**src/logic/usf_regs.vh**
```
// register offsets, field positions, reset values and codes of the serial status block
`ifndef USF_REGS_VH
`define USF_REGS_VH
`define USF_ADDR_W        4
`define USF_OFF_CFGH      4'h0
`define USF_OFF_STAL      4'h1
`define USF_OFF_STAH      4'h2
`define USF_OFF_CTRL      4'h3
`define USF_OFF_TXDATA    4'h4
`define USF_OFF_RXDATA    4'h5
`define USF_OFF_PARAM1    4'h6
`define USF_OFF_PARAM2    4'h7
`define USF_CFGH_TXINV    2
`define USF_CFGH_STOP_BITS_SELECT_LO 4
`define USF_STAH_TX_WRITE_ERROR    7
`define USF_STAH_STOP_DETECT_MODE    6
`define USF_STAH_TXBE     5
`define USF_STAH_TXBF     4
`define USF_STAH_RX_LINE_IDLE    3
`define USF_STAH_XON      2
`define USF_STAH_RXBE     1
`define USF_STAH_RXBF     0
`define USF_STAL_RST      16'h0080
`define USF_STAH_RST      16'h002A
`define USF_FLO_NONE      2'h0
`define USF_FLO_SW        2'h1
`define USF_FLO_HW        2'h2
`define USF_MOD_7BIT      4'h1
`define USF_MOD_ODD       4'h2
`define USF_MOD_EVEN      4'h3
`define USF_MOD_ADDR      4'h4
`define USF_XON_CHAR      8'h11
`define USF_XOFF_CHAR     8'h13
`endif

```
**src/logic/usf_fifo.v**
```verilog
// eight-entry fifo with occupancy count and pointer reset
module usf_fifo #(
  parameter W     = 9,
  parameter DEPTH = 8,
  parameter AW    = 3
) (
  input  wire         core_clk_in,
  input  wire         sys_rst_in,
  input  wire         flush_in,
  input  wire         push_in,
  input  wire [W-1:0] push_data_in,
  input  wire         pop_in,
  output wire [W-1:0] head_out,
  output wire [AW:0]  count_out
);
  reg [W-1:0]  mem [0:DEPTH-1];
  reg [AW-1:0] wr_ptr_r;
  reg [AW-1:0] rd_ptr_r;
  reg [AW:0]   count_r;
  wire do_push = push_in && (count_r != DEPTH[AW:0]);
  wire do_pop  = pop_in && (count_r != {(AW+1){1'b0}});
  assign head_out  = mem[rd_ptr_r];
  assign count_out = count_r;
  always @(posedge core_clk_in) begin
    if (do_push && !flush_in) begin
      mem[wr_ptr_r] <= push_data_in;
    end
  end
  always @(posedge core_clk_in or posedge sys_rst_in) begin
    if (sys_rst_in) begin
      wr_ptr_r <= {AW{1'b0}};
      rd_ptr_r <= {AW{1'b0}};
      count_r  <= {(AW+1){1'b0}};
    end else if (flush_in) begin
      wr_ptr_r <= {AW{1'b0}};
      rd_ptr_r <= {AW{1'b0}};
      count_r  <= {(AW+1){1'b0}};
    end else begin
      if (do_push) begin
        wr_ptr_r <= wr_ptr_r + {{(AW-1){1'b0}}, 1'b1};
      end
      if (do_pop) begin
        rd_ptr_r <= rd_ptr_r + {{(AW-1){1'b0}}, 1'b1};
      end
      if (do_push && !do_pop) begin
        count_r <= count_r + {{AW{1'b0}}, 1'b1};
      end else if (do_pop && !do_push) begin
        count_r <= count_r - {{AW{1'b0}}, 1'b1};
      end
    end
  end
endmodule // usf_fifo

```
**src/logic/usf_sticky.v**
```verilog
// bank of hardware-set, software-cleared sticky flags
module usf_sticky #(
  parameter N = 6
) (
  input  wire         core_clk_in,
  input  wire         sys_rst_in,
  input  wire [N-1:0] set_in,
  input  wire [N-1:0] clr_in,
  output wire [N-1:0] flag_out
);
  reg [N-1:0] flag_r;
  assign flag_out = flag_r;
  genvar i;
  generate
    for (i = 0; i < N; i = i + 1) begin : g_flag
      always @(posedge core_clk_in or posedge sys_rst_in) begin
        if (sys_rst_in) begin
          flag_r[i] <= 1'b0;
        end else if (set_in[i]) begin
          flag_r[i] <= 1'b1; // set wins over a clear in the same cycle
        end else if (clr_in[i]) begin
          flag_r[i] <= 1'b0;
        end
      end
    end
  endgenerate
endmodule // usf_sticky

```
**src/logic/usf_status.v**
```verilog
// status, error flag and interrupt selection logic of the serial port
//
// Overview of operation
// - transmit polarity bit inverts line output
// - flow select: 10 hardware, 01 software, 00 none
// - upper status byte holds eight interrupt enables
// - shifter empty flag, timing set by stop mode
// - bit 6 parity error or address received
// - auto-baud overflow sticky, software clears
// - checksum error sticky until software clears
// - framing flag follows head receive character
// - break received sets sticky flag
// - character into full receive fifo sets overflow
// - transmit collision sets sticky flag
// - transmit threshold by free slots
// - receive threshold by occupancy
// - parity/framing enabled errors block receive watermark
// - write errors set transmit write error flag
// - receive flag timing follows stop mode
// - writing one with transmit off flushes fifo
// - transmit full status mirrors fifo full
// - receive idle status, resets to one
// - mode field selects character format
// - xon status in software flow mode
// - writing one with receive off flushes fifo
//
// Our own choices: the address-and-strobe port and the placing of the registers.
`include "usf_regs.vh"
module usf_status #(
  parameter DEPTH = 8,
  parameter AW    = 3
) (
  input  wire        core_clk_in,
  input  wire        sys_rst_in,
  input  wire [3:0]  addr_in,
  input  wire [15:0] wdata_in,
  input  wire        wr_in,
  input  wire        rd_in,
  output reg  [15:0] rdata_out,
  input  wire        tx_serial_in,
  output reg         tx_line_out,
  input  wire        rx_line_busy_in,
  input  wire        rx_char_valid_in,
  input  wire [8:0]  rx_char_in,
  input  wire        rx_stop_level_in,
  input  wire        rx_parity_err_in,
  input  wire        rx_break_in,
  input  wire        rx_stop_mid_in,
  input  wire        rx_stop_end_in,
  input  wire        tx_stop_mid_in,
  input  wire        tx_stop_end_in,
  input  wire        tx_shift_load_in,
  input  wire        tx_pop_in,
  input  wire        tx_word_done_in,
  input  wire [8:0]  tx_word_in,
  input  wire [8:0]  rx_echo_word_in,
  input  wire        autobaud_active_in,
  input  wire        baud_rollover_in,
  input  wire        checksum_bad_in,
  input  wire        cts_in,
  output reg  [8:0]  tx_head_out,
  output reg         tx_avail_out,
  output reg         rts_out,
  output reg         tx_hold_out,
  output reg         tx_irq_out,
  output reg         rx_irq_out,
  output reg  [7:0]  event_irq_out
);
  reg  [15:0] cfgh_r;
  reg  [7:0]  irq_en_r;
  reg  [5:0]  sth_sel_r;
  reg         stop_detect_mode_r;
  reg  [5:0]  ctrl_r;
  reg  [8:0]  param1_r;
  reg         param1_full_r;
  reg  [8:0]  param2_r;
  reg         shifter_empty_r;
  reg         xon_r;
  reg         rx_flag_r;
  wire [3:0]  mode       = ctrl_r[3:0];
  wire        tx_en      = ctrl_r[4];
  wire        rx_en      = ctrl_r[5];
  wire [1:0]  flow_ctrl_select        = cfgh_r[1:0];
  wire        tx_inv     = cfgh_r[`USF_CFGH_TXINV];
  wire        stsel2     = (cfgh_r[5:4] == 2'h2);

  function [3:0] cnt_lo4;
    input [AW:0] c;
    cnt_lo4 = c[3:0];
  endfunction

  wire wr_cfgh  = wr_in && addr_in == `USF_OFF_CFGH;
  wire wr_stal  = wr_in && addr_in == `USF_OFF_STAL;
  wire wr_stah  = wr_in && addr_in == `USF_OFF_STAH;
  wire wr_tx    = wr_in && addr_in == `USF_OFF_TXDATA;
  wire wr_p1    = wr_in && addr_in == `USF_OFF_PARAM1;
  wire rd_rx    = rd_in && addr_in == `USF_OFF_RXDATA;

  wire [9:0]  tx_head;
  wire [AW:0] tx_cnt;
  wire [9:0]  rx_head;
  wire [AW:0] rx_cnt;
  wire tx_full  = (tx_cnt == DEPTH[AW:0]);
  wire rx_full  = (rx_cnt == DEPTH[AW:0]);
  wire tx_empty = (tx_cnt == {(AW+1){1'b0}});
  wire rx_empty = (rx_cnt == {(AW+1){1'b0}});
  wire tx_flush = wr_stah && wdata_in[`USF_STAH_TXBE] && !tx_en;
  wire rx_flush = wr_stah && wdata_in[`USF_STAH_RXBE] && !rx_en;
  wire rx_push  = rx_char_valid_in && rx_en && !rx_full;

  usf_fifo #(.W(10), .DEPTH(DEPTH), .AW(AW)) u_txq (
    .core_clk_in  (core_clk_in),
    .sys_rst_in   (sys_rst_in),
    .flush_in     (tx_flush),
    .push_in      (wr_tx),
    .push_data_in ({1'b0, wdata_in[8:0]}),
    .pop_in       (tx_pop_in),
    .head_out     (tx_head),
    .count_out    (tx_cnt)
  );

  // framing status travels with each stored character
  usf_fifo #(.W(10), .DEPTH(DEPTH), .AW(AW)) u_rxq (
    .core_clk_in  (core_clk_in),
    .sys_rst_in   (sys_rst_in),
    .flush_in     (rx_flush),
    .push_in      (rx_push),
    .push_data_in ({~rx_stop_level_in, rx_char_in}),
    .pop_in       (rd_rx),
    .head_out     (rx_head),
    .count_out    (rx_cnt)
  );

  wire framing_flag = !rx_empty && rx_head[9];
  wire parity_mode  = (mode == `USF_MOD_ODD) || (mode == `USF_MOD_EVEN) || mode[3];
  wire addr_mode    = (mode == `USF_MOD_ADDR);
  wire addr_seen    = addr_mode && rx_push && rx_char_in[8];
  wire parity_set   = (parity_mode && rx_push && rx_parity_err_in) || addr_seen;
  wire collide      = tx_word_done_in && (tx_word_in != rx_echo_word_in);
  wire wr_err       = wr_tx && tx_full
                    || wr_tx && parity_mode && param2_r == 9'h000
                    || wr_p1 && addr_mode && param1_full_r;

  // sticky order: tx_write_error, parity, autobaud_ovf_flag, checksum_err_flag, rx_break_flag, rx_overflow_flag, tx_collision_flag
  wire [6:0] st_set = {wr_err, parity_set, autobaud_active_in && baud_rollover_in,
                       checksum_bad_in, rx_break_in,
                       rx_char_valid_in && rx_en && rx_full, collide};
  wire [6:0] st_clr = {wr_stah && !wdata_in[`USF_STAH_TX_WRITE_ERROR],
                       wr_stal && !wdata_in[6], wr_stal && !wdata_in[5],
                       wr_stal && !wdata_in[4], wr_stal && !wdata_in[2],
                       wr_stal && !wdata_in[1], wr_stal && !wdata_in[0]};
  wire [6:0] st_flag;
  usf_sticky #(.N(7)) u_sticky (
    .core_clk_in  (core_clk_in),
    .sys_rst_in   (sys_rst_in),
    .set_in       (st_set),
    .clr_in       (st_clr),
    .flag_out     (st_flag)
  );

  wire [7:0] sta_low = {shifter_empty_r, st_flag[5], st_flag[4], st_flag[3],
                        framing_flag, st_flag[2], st_flag[1], st_flag[0]};
  wire [15:0] stal_word = {irq_en_r, sta_low};
  wire [15:0] stah_word = {1'b0, sth_sel_r[5:3], 1'b0, sth_sel_r[2:0],
                           st_flag[6], stop_detect_mode_r, tx_empty, tx_full,
                           !rx_line_busy_in, xon_r, rx_empty, rx_full};

  always @(posedge core_clk_in or posedge sys_rst_in) begin
    if (sys_rst_in) begin
      cfgh_r        <= 16'h0000;
      irq_en_r      <= 8'h00;
      sth_sel_r     <= 6'h00;
      stop_detect_mode_r       <= 1'b0;
      ctrl_r        <= 6'h00;
      param1_r      <= 9'h000;
      param1_full_r <= 1'b0;
      param2_r      <= 9'h000;
    end else begin
      if (wr_cfgh) begin
        cfgh_r <= wdata_in & 16'h8FFF;
      end
      if (wr_stal) begin
        irq_en_r <= wdata_in[15:8];
      end
      if (wr_stah) begin
        sth_sel_r <= {wdata_in[14:12], wdata_in[10:8]};
        stop_detect_mode_r   <= wdata_in[`USF_STAH_STOP_DETECT_MODE];
      end
      if (wr_in && addr_in == `USF_OFF_CTRL) begin
        ctrl_r <= wdata_in[5:0];
      end
      if (wr_p1 && !(addr_mode && param1_full_r)) begin
        param1_r      <= wdata_in[8:0];
        param1_full_r <= 1'b1;
      end else if (tx_shift_load_in) begin
        param1_full_r <= 1'b0;
      end
      if (wr_in && addr_in == `USF_OFF_PARAM2) begin
        param2_r <= wdata_in[8:0];
      end
    end
  end

  // shifter empty and receive flag timing
  wire tx_done_evt = stop_detect_mode_r ? tx_stop_end_in : tx_stop_mid_in;
  wire rx_done_evt = stop_detect_mode_r ? rx_stop_end_in : rx_stop_mid_in;
  always @(posedge core_clk_in or posedge sys_rst_in) begin
    if (sys_rst_in) begin
      shifter_empty_r <= 1'b1;
      rx_flag_r       <= 1'b0;
      xon_r           <= 1'b0;
    end else begin
      if (tx_shift_load_in) begin
        shifter_empty_r <= 1'b0;
      end else if (tx_done_evt) begin
        shifter_empty_r <= 1'b1;
      end
      rx_flag_r <= rx_done_evt && rx_en;
      if (flow_ctrl_select == `USF_FLO_SW && !mode[3] && rx_push) begin
        if (rx_char_in[7:0] == `USF_XON_CHAR) begin
          xon_r <= 1'b1;
        end else if (rx_char_in[7:0] == `USF_XOFF_CHAR) begin
          xon_r <= 1'b0;
        end
      end
    end
  end

  // watermarks
  wire [3:0] tx_free   = DEPTH[3:0] - cnt_lo4(tx_cnt);
  wire       tx_wm     = tx_free >= (4'h8 - {1'b0, sth_sel_r[5:3]});
  wire       rx_wm     = cnt_lo4(rx_cnt) >= ({1'b0, sth_sel_r[2:0]} + 4'h1);
  wire       rx_block  = (st_flag[5] && irq_en_r[6]) || (framing_flag && irq_en_r[3]);
  wire [7:0] ev_flags  = {shifter_empty_r, st_flag[5], st_flag[4], st_flag[3],
                          framing_flag, st_flag[2], st_flag[1], st_flag[0]};
  wire       sw_flow   = (flow_ctrl_select == `USF_FLO_SW) && !mode[3];
  wire       hw_flow   = (flow_ctrl_select == `USF_FLO_HW) && !mode[3];
  wire       tx_active = !tx_empty && tx_en;
  wire       flow_ok   = hw_flow ? !cts_in : (sw_flow ? xon_r : 1'b1);

  always @(posedge core_clk_in or posedge sys_rst_in) begin
    if (sys_rst_in) begin
      rdata_out     <= 16'h0000;
      tx_line_out   <= 1'b1;
      tx_head_out   <= 9'h000;
      tx_avail_out  <= 1'b0;
      rts_out       <= 1'b1;
      tx_hold_out   <= 1'b0;
      tx_irq_out    <= 1'b0;
      rx_irq_out    <= 1'b0;
      event_irq_out <= 8'h00;
    end else begin
      tx_line_out   <= tx_serial_in ^ tx_inv;
      tx_head_out   <= (mode == `USF_MOD_7BIT) ? {2'b00, tx_head[6:0]} : tx_head[8:0];
      tx_avail_out  <= tx_active;
      tx_hold_out   <= !flow_ok;
      rts_out       <= hw_flow ? rx_full : 1'b0;
      tx_irq_out    <= tx_wm && tx_en;
      rx_irq_out    <= rx_wm && !rx_block && rx_flag_r;
      event_irq_out <= ev_flags & irq_en_r;
      if (rd_in) begin
        case (addr_in)
          `USF_OFF_CFGH:   rdata_out <= cfgh_r;
          `USF_OFF_STAL:   rdata_out <= stal_word;
          `USF_OFF_STAH:   rdata_out <= stah_word;
          `USF_OFF_CTRL:   rdata_out <= {10'h000, ctrl_r};
          `USF_OFF_RXDATA: rdata_out <= {8'h00, rx_head[7:0]};
          `USF_OFF_PARAM1: rdata_out <= {7'h00, param1_r};
          `USF_OFF_PARAM2: rdata_out <= {7'h00, param2_r};
          default:         rdata_out <= 16'h0000;
        endcase
      end else begin
        rdata_out <= 16'h0000;
      end
    end
  end
endmodule // usf_status

```
**config.mk**
```make
export PLATFORM = sky130hd
export DESIGN_NAME = usf_status
export DESIGN_NICKNAME = d
export VERILOG_FILES = /design/src/logic/usf_fifo.v /design/src/logic/usf_sticky.v /design/src/logic/usf_status.v
export VERILOG_INCLUDE_DIRS = /design/src /design/src/logic
export SDC_FILE = /design/constraint.sdc
export NUM_CORES = 1
export LEC_CHECK = 0
export ABC_AREA = 1
export BUFFER_PORTS_ARGS = -buffer_cell sky130_fd_sc_hd__buf_2
export CAP_MARGIN = 40
export CORE_MARGIN = 2
export CORE_UTILIZATION = 50
export DETAILED_ROUTE_END_ITERATION = 10
export GPL_ROUTABILITY_DRIVEN = 0
export GPL_TIMING_DRIVEN = 1
export PLACE_DENSITY = 0.76
export SLEW_MARGIN = 20
export SYNTH_ARGS = -nofsm -noshare
export SYNTH_HDL_FRONTEND = slang
export SYNTH_SLANG_ARGS = --single-unit
```
**constraint.sdc**
```tcl
create_clock -name core_clk_in -period 9.3 [get_ports core_clk_in]
set_clock_uncertainty 0.15 [all_clocks]
set_input_delay 0.465 -clock core_clk_in [delete_from_list [all_inputs] [get_ports core_clk_in]]
set_output_delay 0.465 -clock core_clk_in [all_outputs]
set_load 0.01 [all_outputs]
```
==> results of run 1 <==
## sequential cells by signal (all words and copies together), names as in the netlist, 4 cells and up
register / count
rdata_out: 16
u_rxq.mem: 72
u_txq.mem: 72
cfgh_r: 13
sth_sel_r: 6
u_sticky.flag_out: 7
u_rxq.count_out: 4
param1_r: 9
irq_en_r: 8
ctrl_r: 6
u_txq.count_out: 4
param2_r: 9
tx_head_out: 9
event_irq_out: 8
## Yosys cell counts (all sizes together) (3+ instances only)
| cell | instances | area share |
|---|---|---|
| dfrtp | 119 | 0.26 |
| nor2 | 161 | 0.054 |
| nand2 | 246 | 0.082 |
| o32ai | 16 | 0.012 |
| xnor2 | 5 | 0.0038 |
| ha | 19 | 0.021 |
| a21oi | 27 | 0.012 |
| clkbuf | 22 | 0.0072 |
| nor3 | 12 | 0.0066 |
| o21ai | 131 | 0.057 |
| nand3 | 52 | 0.024 |
| o211ai | 15 | 0.0098 |
| inv | 107 | 0.035 |
| nand4 | 10 | 0.0054 |
| buf | 17 | 0.0074 |
| dfstp | 3 | 0.0069 |
| xor2 | 11 | 0.0084 |
| o21bai | 4 | 0.0026 |
| edfxtp | 144 | 0.38 |
## cell type report
cell class | instances | area (sq um)
Timing Repair Buffer | 133 | 831
Clock buffer | 36 | 815
Clock inverter | 16 | 186
Tap cell | 285 | 357
Sequential cell | 266 | 7380
Multi-Input combinational cell | 718 | 3570
Inverter | 108 | 413
Fill cell | 1816 | 9090
## cells by family after synthesis
logic type | after synthesis
AOI/OAI and AO/OA | 195
and+or+nand+nor | 485
DFF | 266
muxes | 1
xor gates and xnor gates | 16
buffers and inverters | 147
adders and majority gates | 21
## worst max-delay path: cells and delay by family
| kind | cells | cell delay, ns |
|---|---|---|
| buffers and inverters | 3 | 1.00 |
| AO/OA/AOI/OAI | 1 | 0.40 |
| AND/OR/NAND/NOR | 4 | 1.05 |
## layer usage
metal	track usage	up-vias
li1	-	4031
met1	0.316	4242
met2	0.402	378
met3	0.0428	51
met4	0.0725	0
met5	0	-
## metrics by stage
| stage | hold slack (ns) | utilization |
|---|---|---|
| after global routing | 0.0206 | 0.599 |
| after floorplan | 0.279 | - |
| after detailed placement | 0.299 | 0.550 |
| after global placement | 0.304 | 0.540 |
| final | 0.0235 | 0.599 |
| after CTS | 0.0108 | 0.598 |
## worst max path at each step
| stage | from | end | slack, ns | cells past startpoint |
|---|---|---|---|---|
| 3_5_place_dp | addr_in[3] | u_rxq.count_out[3] | 6.55 | 15 |
| 5_1_grt | u_txq.count_out[0] | u_txq.count_out[3] | 6.45 | 14 |
| 4_1_cts | addr_in[3] | u_sticky.flag_out[5] | 6.69 | 8 |
| 2_1_floorplan | sys_rst_in | cfgh_r[0] | 5.45 | 1 |
| 6_report | addr_in[3] | u_sticky.flag_out[5] | 6.65 | 8 |
| 3_3_place_gp | addr_in[1] | u_txq.mem[5][4] | 6.37 | 6 |
## placed cells by master, fill, tap and decap left out, drive strengths merged
cell and count:
o21ai 131, clkinvlp 3, xor2 11, dlygate4sd3 9, a21oi 27, clkinv 8
dfrtp 119, a21boi 2, nor4 2, edfxtp 144, ha 19, nand3 52
fa 2, mux2 1, nor2 161, dfstp 3, buf 124, o211ai 15
nor3 12, o21bai 4, clkbuf 36, nand4 10, inv 110, o32ai 16
nand2 246, xnor2 5, bufinv 3, nor3b 2
## report_power, final
group | internal, mW | leakage (nW) | switching [mW] | total (mW)
clock | 0.708 | 0.482 | 0.467 | 1.18
sequential | 1.40 | 2.83 | 0.148 | 1.55
combinational | 0.351 | 2.61 | 0.597 | 0.948
total | 2.46 | 5.92 | 1.21 | 3.67
==> run_results.csv, run 1 <==
group,metric,value,unit
logic_synthesis,synth-compound-area-share,0.0950,
drt,via_count,8702,
drt,wl,28.5,mm
setup_path,required,9.58,ns
setup_path,end_kind,"register",
floorplan,die_x,156,microns
logic_synthesis,netlist_area,11500,sq um
floorplan,dieArea,24200,sq um
clocking,htree_levels,1,
timing,rsz0062_at_grt,"false",
drt,drt_iter0_drc,756,
setup_path,crit_type,"in -> reg",
logic_synthesis,synth_edf_count,144,
setup_path,max_stage_delay,0.56,ns
finish,final_cell_count_no_fill,1562,
drt,routed-wl-met2,14.1,mm
clocking,cts_resized,0,
clocking,post_cts_buffers,0,
pwr,leakagePower,5.92,nW
hold_path,hold_depth,3,
pwr,p_total,3.67,mW
drt,drcViolationCount,0,
timing,fmax,377,MHz
timing,setup_tns,0,ns
setup_path,r2r_setup_slack,6.73,ns
hold_path,worstHoldStart,"baud_rollover_in",
place,io_buffer_count,106,
status,status,"finished clean",
setup_path,cp_cell_sequence,"buf_2 -> nor2_1 -> nand3_1 -> inv_2 -> nand2_1 -> o21ai_0 -> nand3_1 -> dlygate4sd3_1",
logic_synthesis,avgSynthCellArea,10.2,sq um
drt,route.met3.wl,2.14,mm
drt,firstDrtPassIters,6,
setup_path,worstPathArrival,2.93,ns
clocking,numCtsBuffers,28,
global_routing,grtUsageTotal,0.238,
clocking,clock_latency,0.55,ns
pwr,pwr_density_cell,271,nW/um^2
clocking,cts_tree,"built",
global_routing,grt_overflow,0,
logic_synthesis,synth_warnings,0,
floorplan,ios,107,
clocking,ctsHoldBuffers,9,
setup_path,reg2reg_to,"u_txq.count_out[3]",
logic_synthesis,ys_types,38,
logic_synthesis,synth-simple-area-share,0.175,
logic_synthesis,async_flop_share,0.459,
timing,drv_slew,0,
finish,antennaDiodeCount,0,
hold_path,hp-class,"in -> reg",
pwr,irDropWorstVdd,0.176,mV
setup_path,critPathMaxFanout,22,
logic_synthesis,synthAdderAreaFrac,0.0242,
floorplan,fp.dieH,156,microns
place,dpl.cell_count,1500,
logic_synthesis,synth-xor-area-share,0.0122,
floorplan,start_util,0.508,
drt,ant_nets,0,
drt,highest_layer,"met4",
logic_synthesis,syn_inst,1131,
finish,drive_above_1_share,0.161,
clocking,clockBufferDepth,3,
floorplan,coreArea,22600,sq um
timing,fin_crit_sh,0.285,
global_routing,grt_pass1_wl,45.1,mm
setup_path,cpMostUsedCell,"nand3_1",
logic_synthesis,synth_nets,1220,
hold_path,holdPathEnd,"u_sticky.flag_out[4]",
finish,fin_area,13600,sq um
clocking,cts-root-buf,"clkbuf_16",
global_routing,antenna_found_initial,0,
timing,final-setup-viol-count,0,
clocking,clkSlewWorstSetupHoldPaths,0.06,ns
logic_synthesis,synth-main-ff-cell,"edfxtp_1",
timing,worstMarginPinSlew,0.830,ns
timing,fin_ws,6.65,ns
place,dp_hpwl,19.3,mm
finish,syn2layout_area_growth,17.9,%
finish,nNetsFinal,1344,
clocking,clock_sinks,266,
place,place_ws,6.55,ns
logic_synthesis,muxShareOfSynthArea,0.000979,
setup_path,r2r_start,"u_txq.count_out[0]",
logic_synthesis,yosysSeqAreaShare,0.642,
global_routing,grt_start_max_net_pins,56,
floorplan,row_count,55,
run,maxCapViolCount,0,
setup_path,crit_slowest_cell,"dlygate4sd3_1",
drt,wl_per_cell,18.3,microns
setup_path,r2r_cells,14,
drt,met1_length,11.7,mm
drt,viasPerCell,5.57,
place,placed_cell_area,12400,sq um
setup_path,worstSetupStartpointType,"input pin",
timing,relSlewSlack,0.447,
global_routing,grt_pass1_vias,8523,
logic_synthesis,ys_ff_latch,266,
timing,min_period,2.65,ns
timing,hold_viol,0,
logic_synthesis,synth_top_family_by_area,"simple AND/OR/NAND/NOR gates",
No activity file was read; power rests on OpenSTA's default activity.
==> run 2, diff against run 1 <==
--- a/config.mk
+++ b/config.mk
@@ -14,7 +14,7 @@
 export DETAILED_ROUTE_END_ITERATION = 10
 export GPL_ROUTABILITY_DRIVEN = 0
 export GPL_TIMING_DRIVEN = 1
-export PLACE_DENSITY = 0.76
+export PLACE_DENSITY = 0.79
 export SLEW_MARGIN = 20
 export SYNTH_ARGS = -nofsm -noshare
 export SYNTH_HDL_FRONTEND = slang
==> constraint.sdc (replaced) <==
create_clock -name core_clk_in -period 2.2 [get_ports core_clk_in]
set_clock_uncertainty 0.15 [all_clocks]
set_input_delay 0.11 -clock core_clk_in [delete_from_list [all_inputs] [get_ports core_clk_in]]
set_output_delay 0.11 -clock core_clk_in [all_outputs]
set_load 0.01 [all_outputs]
==> run_results.csv, run 2 (synthesized netlist as in run 1, its figures left out) <==
group,metric,value,unit
status,status,"finished clean",
pwr,pwr_density_cell,1090,nW/um^2
clocking,clock_sinks,266,
floorplan,dieArea,24200,sq um
finish,mostFrequentLayoutCells,"236 x nand2_1, 152 x nor2_1, 144 x edfxtp_1",
clocking,cts_tree,"built",
drt,met1_length,11.5,mm
timing,fmax,465,MHz
global_routing,grt_start_max_net_pins,39,
timing,hold_viol,0,
setup_path,crit_type,"reg -> reg",
setup_path,r2r_setup_slack,0.05,ns
setup_path,worstPathArrival,2.43,ns
clocking,numCtsBuffers,27,
global_routing,antenna_found_initial,0,
finish,largestRegisters,"u_rxq.mem (72), u_txq.mem (72), rdata_out (16)",
floorplan,ios,107,
finish,final_common_cell,"nand2_1",
timing,final-setup-viol-count,0,
timing,relSlewSlack,0.516,
drt,highest_layer,"met4",
pwr,p_total,15.5,mW
setup_path,required,2.48,ns
floorplan,row_count,55,
clocking,clkSlewWorstSetupHoldPaths,0.06,ns
drt,route.met3.wl,2.12,mm
pwr,irDropWorstVdd,0.959,mV
drt,wl_per_cell,17.8,microns
run,maxCapViolCount,0,
timing,min_period,2.15,ns
place,place_ws,-0.0493,ns
finish,drive_above_1_share,0.191,
setup_path,end_kind,"register",
drt,drcViolationCount,0,
finish,syn2layout_area_growth,24.1,%
global_routing,grt_pass1_wl,45.7,mm
global_routing,grt_pass1_vias,9105,
timing,fin_crit_sh,0.977,
drt,ant_nets,0,
floorplan,start_util,0.508,
floorplan,die_x,156,microns
timing,fin_ws,0.0508,ns
place,dp_hpwl,19.5,mm
pwr,leakagePower,6.26,nW
clocking,htree_levels,1,
floorplan,coreArea,22600,sq um
drt,wl,29.3,mm
setup_path,critPathMaxFanout,5,
finish,nNetsFinal,1432,
drt,drt_iter0_drc,809,
floorplan,fp.dieH,156,microns
drt,via_count,9112,
setup_path,worstSetupStartpointType,"register",
clocking,cts-root-buf,"clkbuf_16",
drt,firstDrtPassIters,5,
drt,routed-wl-met2,14.5,mm
global_routing,grt_overflow,0,
hold_path,hp-class,"in -> reg",
place,io_buffer_count,106,
clocking,clockBufferDepth,3,
drt,viasPerCell,5.53,
place,placed_cell_area,12700,sq um
timing,worstMarginPinSlew,0.725,ns
clocking,clock_latency,0.55,ns
timing,drv_slew,0,
finish,fin_area,14300,sq um
global_routing,grtUsageTotal,0.241,
finish,antennaDiodeCount,0,
run 2: changes by cell type in the layout (fill, tap and decap cells not counted), sizes merged:
cell	delta
buf	+45
dlygate4sd3	+44
bufinv	-2
clkinv	+2
inv	-2
clkbuf	+1
clkinvlp	-1
run 2: final cells by class:
type                       count  area (sq um)
fill                        1685          8370
multi-input combinational    718          3650
tap                          285           357
inverter                     108           414
clock inverter                13           109
sequential                   266          7380
clock buffer                  37           773
timing repair buffer         222          1590
run 2: power by group:
group / internal, mW / switching, mW
Sequential: 5.92 / 0.492
Clock: 2.59 / 1.90
Combinational: 1.80 / 2.82
run 2: critical path, stage by stage (launching register included):
cell     delay (ns)
dfrtp_1        0.39
inv_2          0.11
nand2_4        0.09
nor2_4         0.12
nand2_2        0.08
nand3_4        0.11
nand2_8        0.08
ha_4           0.26
a21oi_2        0.15
nand3_1        0.10
nand2_1        0.11
inv_1          0.05
nand2_1        0.06
nand2_1        0.05
nand2_1        0.05
nand2_1        0.05
run 2: final timing paths:
| path | startpoint | to | cells after the start |
|---|---|---|---|
| max | u_rxq.count_out[0] | u_rxq.count_out[3] | 15 |
| min | addr_in[0] | param2_r[1] | 5 |
| max reg2reg | u_rxq.count_out[0] | u_rxq.count_out[3] | 15 |
| min reg2reg | u_sticky.flag_out[2] | event_irq_out[2] | 2 |
| max in group asynchronous | sys_rst_in | shifter_empty_r | 4 |
| min in group asynchronous | sys_rst_in | tx_irq_out | 3 |
run 2: what timing repair did:
item | in CTS | in global routing
endpoints found under the hold margin | 326 | 0
buffers inserted | 0 | 7
gates resized for setup | 4 | 21
setup endpoints to repair | 2 | 20
hold buffers | 53 | 0
pin swaps | 0 | 7
run 2: metrics by stage:
stage | utilization | std cells | hold slack [ns] | setup TNS [ns]
2_1_floorplan | - | 1131 | 0.0124 | -5.05
3_3_place_gp | 0.561 | 1539 | 0.102 | 0
3_5_place_dp | 0.561 | 1539 | 0.106 | -0.0526
4_1_cts | 0.624 | 1642 | 0.0101 | 0
5_1_grt | 0.630 | 1649 | 0.0402 | -0.0477
6_report | 0.630 | 1649 | 0.0327 | 0
run 2: routing by layer:
layer	vias to the layer above	GRT usage
met1	4386	0.312
met3	87	0.0317
li1	4215	-
met2	424	0.417
met4	0	0.0900
met5	-	0
==> run 3, diff against run 2 <==
--- a/config.mk
+++ b/config.mk
@@ -14,8 +14,9 @@
 export DETAILED_ROUTE_END_ITERATION = 10
 export GPL_ROUTABILITY_DRIVEN = 0
 export GPL_TIMING_DRIVEN = 1
-export PLACE_DENSITY = 0.79
+export PLACE_DENSITY = 0.78
 export SLEW_MARGIN = 20
 export SYNTH_ARGS = -nofsm -noshare
 export SYNTH_HDL_FRONTEND = slang
+export SYNTH_HIERARCHICAL = 1
 export SYNTH_SLANG_ARGS = --single-unit
==> run_results.csv, run 3 <==
group,metric,value,unit
logic_synthesis,netlist_area,11900,sq um
finish,drive_above_1_share,0.193,
finish,mostFrequentLayoutCells,"241 x nand2_1, 180 x nor2_1, 144 x edfxtp_1",
hold_path,hp-class,"in -> reg",
timing,relSlewSlack,0.661,
setup_path,endpoint,"u_sticky/flag_out[0]",
clocking,cts_tree,"built",
clocking,post_cts_buffers,0,
finish,largestRegisters,"u_rxq/mem (72), u_txq/mem (72), rdata_out (16)",
floorplan,coreArea,23500,sq um
logic_synthesis,avgSynthCellArea,9.81,sq um
global_routing,grt_start_max_net_pins,87,
drt,drcViolationCount,0,
global_routing,antenna_found_initial,0,
timing,final-setup-viol-count,0,
clocking,clkSlewWorstSetupHoldPaths,0.06,ns
finish,final_cell_count_no_fill,1766,
global_routing,grt_pass1_vias,9139,
setup_path,worstSetupStartpointType,"input pin",
timing,drv_slew,0,
status,status,"finished clean",
floorplan,ios,107,
place,dpl.cell_count,1660,
setup_path,cp_cell_sequence,"dlygate4sd3_1 -> buf_2 -> nand2_2 -> nor2_4 -> nand2_4 -> nor2_1 -> inv_1 -> nand2_1 -> nand2_1 -> dlygate4sd3_1",
setup_path,crit_type,"in -> reg",
timing,worstMarginPinSlew,0.509,ns
setup_path,worstPathArrival,2.34,ns
drt,wl,31.0,mm
clocking,numCtsBuffers,27,
finish,syn2layout_area_growth,22.2,%
setup_path,critPathMaxFanout,22,
run,maxCapViolCount,0,
setup_path,reg2reg_to,"u_rxq/count_out[3]",
logic_synthesis,synth_warnings,6,
pwr,leakagePower,6.47,nW
global_routing,grtUsageTotal,0.248,
clocking,htree_levels,1,
timing,fmax,480,MHz
finish,nNetsFinal,1516,
setup_path,r2r_cells,10,
setup_path,critPathLaunch,"addr_in[0]",
setup_path,required,2.45,ns
timing,fin_crit_sh,0.946,
setup_path,crit_slowest_cell,"dlygate4sd3_1",
clocking,cts-root-buf,"clkbuf_16",
timing,min_period,2.08,ns
place,placed_cell_area,13100,sq um
pwr,pwr_density_cell,1060,nW/um^2
floorplan,dieArea,25100,sq um
drt,firstDrtPassIters,6,
floorplan,row_count,56,
timing,setup_tns,0,ns
global_routing,grt_pass1_wl,48.1,mm
finish,fin_util,0.622,
drt,viasPerCell,5.34,
hold_path,hold_depth,3,
place,io_buffer_count,106,
pwr,irDropWorstVdd,0.784,mV
timing,hold_viol,0,
floorplan,die_x,159,microns
drt,ant_nets,0,
finish,final_common_cell,"nand2_1",
setup_path,end_kind,"register",
finish,fin_area,14600,sq um
setup_path,max_stage_delay,0.56,ns
drt,drt_iter0_drc,1033,
floorplan,fp.dieH,159,microns
drt,via_count,9423,
finish,antennaDiodeCount,0,
floorplan,start_util,0.509,
logic_synthesis,syn_inst,1217,
global_routing,grt_overflow,0,
clocking,clock_sinks,266,
clocking,clock_latency,0.53,ns
setup_path,r2r_start,"u_rxq/count_out[0]",
clocking,clockBufferDepth,3,
logic_synthesis,synth_nets,1306,
timing,rsz0062_at_grt,"false",
setup_path,r2r_setup_slack,0.15,ns
drt,wl_per_cell,17.5,microns
place,dp_hpwl,20.9,mm
-- run 3: cell type report --
class                           count  area [sq um]
Clock buffer                       37           723
Sequential cell                   266          7390
Timing Repair Buffer              221          1600
Multi-Input combinational cell    779          3900
Inverter                          132           502
Tap cell                          319           399
Fill cell                        1825          8880
Clock inverter                     12          82.6
-- run 3: critical path, delay by kind of cell --
family	cells	cell delay, ns
buffers and inverters	4	1.34
AND/OR/NAND/NOR	6	0.88
-- run 3: worst min-delay path by stage --
| stage | from | to | slack, ns |
|---|---|---|---|
| 6_report | wr_in | irq_en_r[4] | 0.0009 |
| 4_1_cts | addr_in[1] | rdata_out[13] | 0.01 |
| 3_5_place_dp | sys_rst_in | rdata_out[3] | -0.03 |
| 5_1_grt | wr_in | irq_en_r[4] | 0.007 |
| 3_3_place_gp | sys_rst_in | event_irq_out[3] | -0.03 |
| 2_1_floorplan | sys_rst_in | u_sticky/flag_out[0] | -0.24 |
-- run 3: timing repair --
item                                   in CTS  in global routing
hold buffers                               56                  0
endpoints found under the hold margin     346                  0
resized for setup                           0                 20
setup endpoints to repair                   0                182
-- run 3: stage by stage --
stage	hold WS, ns	power, mW	worst slack, ns
3_3_place_gp	-0.0286	10.8	0.115
2_1_floorplan	-0.237	9.47	0.0251
6_report	0.000850	15.4	0.118
3_5_place_dp	-0.0321	11.0	0.0467
5_1_grt	0.00723	16.4	0.00860
4_1_cts	0.0140	15.4	0.0180
-- run 3: routing by layer --
metal / GRT usage / share of wire / up-vias
met5: 0 / 0 / -
met4: 0.0819 / 0.029 / 0
met3: 0.0392 / 0.069 / 68
met2: 0.422 / 0.50 / 406
met1: 0.327 / 0.41 / 4505
li1: - / - / 4444
-- run 3: power by group --
part           internal (mW)  total (mW)  leakage, nW  switching [mW]
logic                   1.78        4.73         3.27            2.95
clock network           2.40        4.25        0.388            1.85
registers               5.93        6.45         2.81           0.519
total                   10.1        15.4         6.47            5.32
